===== config.mk =====
export PLATFORM = sky130hd
export DESIGN_NAME = rcrm_top
export DESIGN_NICKNAME = d
export VERILOG_FILES = /design/src/core/rcrm_pkg.sv /design/src/core/rcrm_top.sv
export SDC_FILE = /design/constraint.sdc
export NUM_CORES = 1
export LEC_CHECK = 0
export BUFFER_PORTS_ARGS = -buffer_cell sky130_fd_sc_hd__buf_2
export CORE_AREA = 2 2 84 86
export CTS_BUF_LIST = sky130_fd_sc_hd__clkbuf_2 sky130_fd_sc_hd__clkbuf_4 sky130_fd_sc_hd__clkbuf_8
export DETAILED_ROUTE_END_ITERATION = 8
export DIE_AREA = 0 0 86 88
export GPL_TIMING_DRIVEN = 0
export PLACE_DENSITY = 0.86
export REMOVE_ABC_BUFFERS = 1
export SKIP_LAST_GASP = 1
export SLEW_MARGIN = 0
export SYNTH_ARGS = -nofsm -noshare
export SYNTH_HDL_FRONTEND = slang
export SYNTH_SLANG_ARGS = --single-unit
export TNS_END_PERCENT = 30

===== constraint.sdc =====
create_clock -name clk_i -period 3.4 [get_ports clk_i]
set_input_delay 0.34 -clock clk_i [delete_from_list [all_inputs] [get_ports clk_i]]
set_output_delay 0.34 -clock clk_i [all_outputs]
set_load 0.05 [all_outputs]

===== src/core/rcrm_pkg.sv =====
// Constants and types for the reset cause and memory remap block.
// Assumes a 20 MHz core clock and a 32-bit classic Wishbone bus.
package rcrm_pkg;

  // Register byte addresses.
  localparam logic [31:0] REMAP_ADR   = 32'hffff0220;
  localparam logic [31:0] CAUSE_ADR   = 32'hffff0230;
  localparam logic [31:0] CLEAR_ADR   = 32'hffff0234;
  localparam logic [31:0] IRQ_STS_ADR = 32'hffff0238;
  localparam logic [31:0] IRQ_MSK_ADR = 32'hffff023c;

  // Field positions.
  localparam int REMAP_BIT  = 0;
  localparam int SRAM4_BIT  = 3;
  localparam int FLASH_BIT  = 4;
  localparam int POR_BIT    = 0;
  localparam int WDT_BIT    = 1;
  localparam int SW_BIT     = 2;
  localparam int EXT_BIT    = 3;

  // Reset values.
  localparam logic [2:0] CAUSE_RST = 3'h1;
  localparam logic [3:0] STS_RST   = 4'h1;
  localparam logic [3:0] MSK_RST   = 4'h0;

  // Address windows: vector table and hidden kernel code.
  localparam logic [31:0] VEC_FIRST  = 32'h00000000;
  localparam logic [31:0] VEC_LAST   = 32'h00000020;
  localparam logic [31:0] BOOT_VEC   = 32'h00000000;
  localparam logic [31:0] KERN_FIRST = 32'h0008f800;
  localparam logic [31:0] KERN_LAST  = 32'h0008ffff;

  // Length of the system reset pulse.
  localparam int CLK_NS      = 50;
  localparam int RST_TIME_NS = 1000;
  localparam int RST_CYC_I   = (RST_TIME_NS + CLK_NS - 1) / CLK_NS;
  localparam logic [4:0] RST_CYC = 5'(RST_CYC_I);

  // Boot phase after any reset.
  typedef enum logic [1:0] {
    RCRM_RESET,
    RCRM_KERNEL,
    RCRM_USER
  } rcrm_phase_t;

  typedef struct packed {
    logic        remap;
    logic [2:0]  cause;
    logic [3:0]  sts;
    logic [3:0]  msk;
    logic        pend;
    logic [31:0] dat;
    logic [4:0]  cnt;
    rcrm_phase_t phase;
    logic        jump;
    logic [2:0]  ext_s;
    logic        ext_lvl;
    logic [2:0]  boot_s;
    logic        boot_lvl;
  } rcrm_state_t;

endpackage : rcrm_pkg


===== src/core/rcrm_top.sv =====
// Reset cause recording, software reset and boot memory remap.
// Assumes a classic Wishbone master on clk_i and asynchronous pins.
//
// Summary of operation
// - Every reset maps program memory at bottom.
// - Vector region spans 0x00 through 0x20.
// - Writing remap bit one mirrors SRAM low.
// - Writing remap bit zero restores program memory.
// - Any reset clears the remap bit.
// - Bit 4 reads one for small program memory.
// - Bit 3 reads one for small SRAM.
// - Kernel runs first, then jumps to zero if the boot pin is high.
// - Kernel code hidden from user reads, fetches.
// - Four reset sources are told apart.
// - Power-on reset sets cause bit 0.
// - Watchdog timeout sets cause bit 1.
// - Writing cause bit 2 forces software reset.
// - Ones written to clear register clear causes.
// - All-zero cause means external pin reset.
`timescale 1ns/1ns
module rcrm_top #(
  parameter bit FLASH_32K = 1'b0,
  parameter bit SRAM_4K   = 1'b0
) (
  input  wire logic        clk_i,
  input  wire logic        rst_i,
  input  wire logic        cyc_i,
  input  wire logic        stb_i,
  input  wire logic        we_i,
  input  wire logic [31:0] adr_i,
  input  wire logic [3:0]  sel_i,
  input  wire logic [31:0] dat_i,
  output      logic [31:0] dat_o,
  output      logic        ack_o,
  input  wire logic        ext_rst_n_i,
  input  wire logic        wdt_timeout_i,
  input  wire logic        boot_select_pin_i,
  input  wire logic        kernel_done_i,
  input  wire logic        user_acc_i,
  input  wire logic [31:0] user_adr_i,
  input  wire logic [31:0] fetch_adr_i,
  output      logic        sys_rst_o,
  output      logic        kernel_active_o,
  output      logic        jump_o,
  output      logic [31:0] jump_vec_o,
  output      logic        low_sram_o,
  output      logic        vec_hit_o,
  output      logic        kernel_block_o,
  output      logic        irq_o
);

  rcrm_pkg::rcrm_state_t r_reg;
  rcrm_pkg::rcrm_state_t r_next;

  // True when the bus address selects the given register word.
  function automatic logic hit(input logic [31:0] a,
                               input logic [31:0] off);
    hit = (a == off);
  endfunction : hit

  // True when an address lies inside a closed window, both ends included.
  function automatic logic in_win(input logic [31:0] a,
                                  input logic [31:0] lo,
                                  input logic [31:0] hi);
    in_win = (a >= lo) && (a <= hi);
  endfunction : in_win

  logic req;
  logic take;
  logic ack;
  logic wr0;
  logic wr_remap;
  logic wr_cause;
  logic wr_clr;
  logic wr_sts;
  logic wr_msk;
  logic ext_ev;
  logic sw_ev;
  logic wdt_ev;
  logic any_ev;
  logic [31:0] rd;

  // Bus handshake: a request is latched once, then acked one cycle later.
  assign req      = cyc_i & stb_i;
  assign take     = req & ~r_reg.pend;
  assign ack      = req & r_reg.pend;
  assign wr0      = ack & we_i & sel_i[0];
  assign wr_remap = wr0 & hit(adr_i, rcrm_pkg::REMAP_ADR);
  assign wr_cause = wr0 & hit(adr_i, rcrm_pkg::CAUSE_ADR);
  assign wr_clr   = wr0 & hit(adr_i, rcrm_pkg::CLEAR_ADR);
  assign wr_sts   = wr0 & hit(adr_i, rcrm_pkg::IRQ_STS_ADR);
  assign wr_msk   = wr0 & hit(adr_i, rcrm_pkg::IRQ_MSK_ADR);

  // Reset sources; the pin counts once the two late stages agree.
  assign ext_ev = r_reg.ext_lvl & ~r_reg.ext_s[1] & ~r_reg.ext_s[2];
  assign wdt_ev = wdt_timeout_i;
  assign sw_ev  = wr_cause & dat_i[rcrm_pkg::SW_BIT];
  assign any_ev = ext_ev | wdt_ev | sw_ev;

  // Read mux; unmapped and write-only words read as zero.
  always_comb begin
    rd = 32'h0;
    if (hit(adr_i, rcrm_pkg::REMAP_ADR)) begin
      rd[rcrm_pkg::REMAP_BIT] = r_reg.remap;
      rd[rcrm_pkg::SRAM4_BIT] = SRAM_4K;
      rd[rcrm_pkg::FLASH_BIT] = FLASH_32K;
    end else if (hit(adr_i, rcrm_pkg::CAUSE_ADR)) begin
      rd[2:0] = r_reg.cause;
    end else if (hit(adr_i, rcrm_pkg::IRQ_STS_ADR)) begin
      rd[3:0] = r_reg.sts;
    end else if (hit(adr_i, rcrm_pkg::IRQ_MSK_ADR)) begin
      rd[3:0] = r_reg.msk;
    end
  end

  // Next-state logic for the whole block.
  always_comb begin
    r_next      = r_reg;
    r_next.jump = 1'b0;
    // Three-stage pin synchronisers; stage one feeds stage two only.
    r_next.ext_s  = {r_reg.ext_s[1:0], ext_rst_n_i};
    r_next.boot_s = {r_reg.boot_s[1:0], boot_select_pin_i};
    if (r_reg.ext_s[1] == r_reg.ext_s[2]) begin
      r_next.ext_lvl = r_reg.ext_s[2];
    end
    if (r_reg.boot_s[1] == r_reg.boot_s[2]) begin
      r_next.boot_lvl = r_reg.boot_s[2];
    end
    // Bus request latch and registered read data.
    if (!req) begin
      r_next.pend = 1'b0;
    end else if (take) begin
      r_next.pend = 1'b1;
      r_next.dat  = rd;
    end else begin
      r_next.pend = 1'b0;
    end
    if (wr_remap) begin
      r_next.remap = dat_i[rcrm_pkg::REMAP_BIT];
    end
    if (wr_msk) begin
      r_next.msk = dat_i[3:0];
    end
    // Clears go first so that a cause arriving now still sticks.
    if (wr_clr) begin
      r_next.cause = r_reg.cause & ~dat_i[2:0];
    end
    if (wr_sts) begin
      r_next.sts = r_reg.sts & ~dat_i[3:0];
    end
    if (ext_ev) begin
      r_next.cause = 3'h0;
    end else begin
      if (wdt_ev) begin
        r_next.cause[rcrm_pkg::WDT_BIT] = 1'b1;
      end
      if (sw_ev) begin
        r_next.cause[rcrm_pkg::SW_BIT] = 1'b1;
      end
    end
    r_next.sts[rcrm_pkg::EXT_BIT] = r_next.sts[rcrm_pkg::EXT_BIT] | ext_ev;
    r_next.sts[rcrm_pkg::WDT_BIT] = r_next.sts[rcrm_pkg::WDT_BIT] | wdt_ev;
    r_next.sts[rcrm_pkg::SW_BIT]  = r_next.sts[rcrm_pkg::SW_BIT] | sw_ev;
    // Boot phase sequencing.
    case (r_reg.phase)
      rcrm_pkg::RCRM_RESET: begin
        if (r_reg.cnt != 5'h0) begin
          r_next.cnt = r_reg.cnt - 5'h1;
        end else begin
          r_next.phase = rcrm_pkg::RCRM_KERNEL;
        end
      end
      rcrm_pkg::RCRM_KERNEL: begin
        // With the boot pin low the kernel keeps control.
        if (kernel_done_i && r_reg.boot_lvl) begin
          r_next.jump  = 1'b1;
          r_next.phase = rcrm_pkg::RCRM_USER;
        end
      end
      rcrm_pkg::RCRM_USER: begin
      end
      default: begin
        r_next.phase = rcrm_pkg::RCRM_RESET;
      end
    endcase
    // Any reset, or the pin still held low, restarts the sequence.
    if (any_ev || !r_reg.ext_lvl) begin
      r_next.remap = 1'b0;
      r_next.cnt   = rcrm_pkg::RST_CYC;
      r_next.phase = rcrm_pkg::RCRM_RESET;
      r_next.jump  = 1'b0;
    end
  end

  // State register; power-on reset records its own cause.
  always_ff @(posedge clk_i) begin
    if (rst_i) begin
      r_reg          <= '0;
      r_reg.cause    <= rcrm_pkg::CAUSE_RST;
      r_reg.sts      <= rcrm_pkg::STS_RST;
      r_reg.msk      <= rcrm_pkg::MSK_RST;
      r_reg.cnt      <= rcrm_pkg::RST_CYC;
      r_reg.phase    <= rcrm_pkg::RCRM_RESET;
      r_reg.ext_s    <= 3'h7;
      r_reg.ext_lvl  <= 1'b1;
      r_reg.boot_s   <= 3'h7;
      r_reg.boot_lvl <= 1'b1;
    end else begin
      r_reg <= r_next;
    end
  end

  // Outputs; address windows are decoded from the live address.
  assign dat_o           = r_reg.dat;
  assign ack_o           = ack;
  assign sys_rst_o       = (r_reg.phase == rcrm_pkg::RCRM_RESET);
  assign kernel_active_o = (r_reg.phase == rcrm_pkg::RCRM_KERNEL);
  assign jump_o          = r_reg.jump;
  assign jump_vec_o      = rcrm_pkg::BOOT_VEC;
  assign low_sram_o      = r_reg.remap;
  assign vec_hit_o       = in_win(fetch_adr_i, rcrm_pkg::VEC_FIRST,
                                  rcrm_pkg::VEC_LAST);
  // Only the kernel itself may touch its own code window.
  assign kernel_block_o  = user_acc_i &&
                           (r_reg.phase == rcrm_pkg::RCRM_USER) &&
                           in_win(user_adr_i, rcrm_pkg::KERN_FIRST,
                                  rcrm_pkg::KERN_LAST);
  assign irq_o           = |(r_reg.sts & r_reg.msk);
endmodule : rcrm_top


==> run metrics <==
Clock Skews ~0.0039 ns; combinational power share ~25%; CP peak stage delay approximately 0.85 ns; Num CTS Buffers 5; Setup crit start adr_i[14]; clock insertion delay at the later pin of the skew report between 0.2 and 0.3 ns; CTS root buf clkbuf_8; Initial Utilization about 34%; number of synthesized flops with an enable pin 0; area grow syn2layout 22.0%; synth warn 0; sw frac around 33%; Slew Viols, Final 0; I/O pin count roughly 210; final wirelength between 5000 and 6000 µm; Req. time, crit path 3.54 ns; gpl congestion roughly 0.89; First DRT Iteration DRCs around 90; GRT Total Usage between 10% and 20%; RSZ-0062 raised after global routing no; number of antenna violations at the first check in global routing 0; worst hold stages 2; Worst Tran Pin Value ~0.8 ns; Crit path max-delay family simple AND/OR/NAND/NOR gates; Worst Hold Class in2reg; status finished, final reports clean; die height 88 µm; Clk pwr share 37.1%; utilization after layout about two fifths; Slew Limit Headroom 47.1%; setup TNS 0 ns; # fillers around 640; clock tree buffer depth 2; worst path buffer plus inverter count 1; P_sw ~340 µW; full die area ~7600 µm²; Setup Crit Path Kind in2reg; Post-CTS Resized 0; Synth cell types 47; ANT nets after route 0; average size of a mapped cell 8.19 µm²; DR WL/cell around 12 µm; Via Count roughly 2.3k; sequential power share roughly two fifths; Async SR Flop Fraction 0%; Non-Filler Instances 459; Reg clk slew, reported paths about 0.070 ns; layout cell share with drive strength beyond 1 a little over a third; PwrDens ~380 nW/µm²; register bit total from synthesis 33; most frequent cells in the layout buf_2 (111), conb_1 (60), dfxtp_1 (33); CTS tree built; crit share post-route 71.5%; Crit. End Element register; Clock Sinks 33; hold_buf cts 0; Post-synth top flop dfxtp_1; ant diodes 0; largest net degree at the start of global routing 23; R2R setup slack 1.45 ns; FMAX just over 400 MHz; WHS Endpoint r_next[2]; hold path startpoint boot_select_pin_i; worst r2r path cells 6; num rows 30; final net count around 520; commonest non-fill, non-tap cell in the layout buf_2; Worst EP arrival ~2.6 ns; static leakage about 1.2 nW; max reg flops 22; Setup Viol. Count Final 0; grt ovf 0; reg2reg start r_reg[11]; Die W 86 µm; Max-Cap Viols 0; CP max-delay cell nor4_2; DRC viols 0; synthesized area about 2200 µm²; maximum vdd drop 0.000235 V; sequential area share after synthesis about 30%; Detailed Routing Iterations Pass 1 4; vias per cell roughly 4.9; final hold vios 0; dpl cells around 450; Startpoint Class input port; first-pass GRT wire length just under 8000 µm; Core Area between 6000 and 7000 µm²; CP Max Fanout 14; number of global-route vias before repair approximately 1.9k; P_int roughly 700 µW; cell count after synthesis approximately 270; post-route minimum period roughly 2.4 ns; H-Tree Level Count 2; post-CTS setup buffers 0; IO buf count about 110; Detail Placement HPWL roughly 4400 µm; R2R Path End r_reg[12]; Cell Chain, Critical Path buf_2 > nor4b_1 > nand3_1 > nor4_2 > nor3_1
==> metal layers <==
layer	track usage (%)	part of all wire (%)
met1	13.6	37
met4	5.92	2.2
met5	0	0
met2	25.0	52
met3	1.98	9.3
==> power by group through the flow <==
stage	logic, mW	clock network [mW]	registers, mW
final	0.255	0.387	0.401
after global routing	0.270	0.408	0.402
after CTS	0.253	0.395	0.401
after detailed placement	0.253	0	0.409
after global placement	0.249	0	0.409
after floorplan	0.179	0	0.407
==> metrics by stage <==
stage / total power [mW] / instance area (µm²) / setup slack, ns / hold slack (ns)
floorplan: 0.587 / 1940 / 0.496 / 0.389
global route: 1.08 / 2720 / 0.734 / 0.239
global placement: 0.657 / 2600 / 0.737 / 0.394
CTS: 1.05 / 2720 / 0.992 / 0.227
finish: 1.04 / 2720 / 0.968 / 0.237
detailed placement: 0.662 / 2600 / 0.676 / 0.393
==> Yosys cell counts, types with 2 or more instances <==
cell type | count | share of area (%)
or3_1 | 3 | 0.84
nand3_1 | 7 | 1.6
nor4bb_1 | 2 | 0.90
nor4_1 | 14 | 3.9
o31ai_1 | 7 | 2.4
nor2_1 | 12 | 2.0
inv_1 | 6 | 1.0
mux2_2 | 3 | 1.5
nand4_1 | 15 | 4.2
nand3b_1 | 3 | 1.0
dfxtp_1 | 33 | 30
or2_2 | 6 | 1.7
or4b_2 | 2 | 0.90
a211oi_1 | 5 | 1.7
a22oi_1 | 2 | 0.67
nor3b_1 | 3 | 1.0
buf_4 | 64 | 22
nand2_1 | 14 | 2.4
a21oi_1 | 11 | 2.5
and3_1 | 2 | 0.56
or4_1 | 4 | 1.3
ha_1 | 2 | 1.1
o21bai_1 | 2 | 0.67
clkbuf_1 | 6 | 1.0
nor2b_1 | 5 | 1.4
a31oi_1 | 5 | 1.4
nor3_1 | 12 | 2.7
xnor2_1 | 2 | 0.79
o41ai_1 | 2 | 0.79
==> cell families (layout without fill, tap and decap cells) <==
logic type               count (synthesis)  after routing  share of synthesized area [%]
AND/OR/NAND/NOR                        113            113                           30.1
flip-flops                              33             33                           29.7
adder cells (fa/ha/maj)                  2              2                           1.12
buffers and inverters                   77            125                           23.8
AO/OA/AOI/OAI                           40             40                           12.5
multiplexers                             3              3                           1.52
other                                    1             60                          0.168
XOR/XNOR                                 3              3                           1.18
==> area by class of cell <==
type | instances | area (µm²) | share of cell area, %
multi-input cells | 221 | 1260 | 46.3
flip-flops and latches | 33 | 661 | 24.3
repair buffers | 111 | 556 | 20.5
well taps | 80 | 100 | 3.68
clock buffers | 7 | 90.1 | 3.32
clock inverters | 1 | 30.0 | 1.11
inverters | 6 | 22.5 | 0.829
==> how the worst max path moves through the flow <==
stage / endpoint / slack, ns / cells past startpoint
2_1_floorplan: kernel_block_o / 0.50 / 2
3_3_place_gp: r_reg[15] / 0.74 / 5
3_5_place_dp: r_reg[10] / 0.68 / 5
4_1_cts: r_reg[12] / 0.99 / 5
5_1_grt: r_reg[12] / 0.73 / 5
6_report: r_reg[12] / 0.97 / 5
Note: power is estimated with default switching activity, not from simulation.
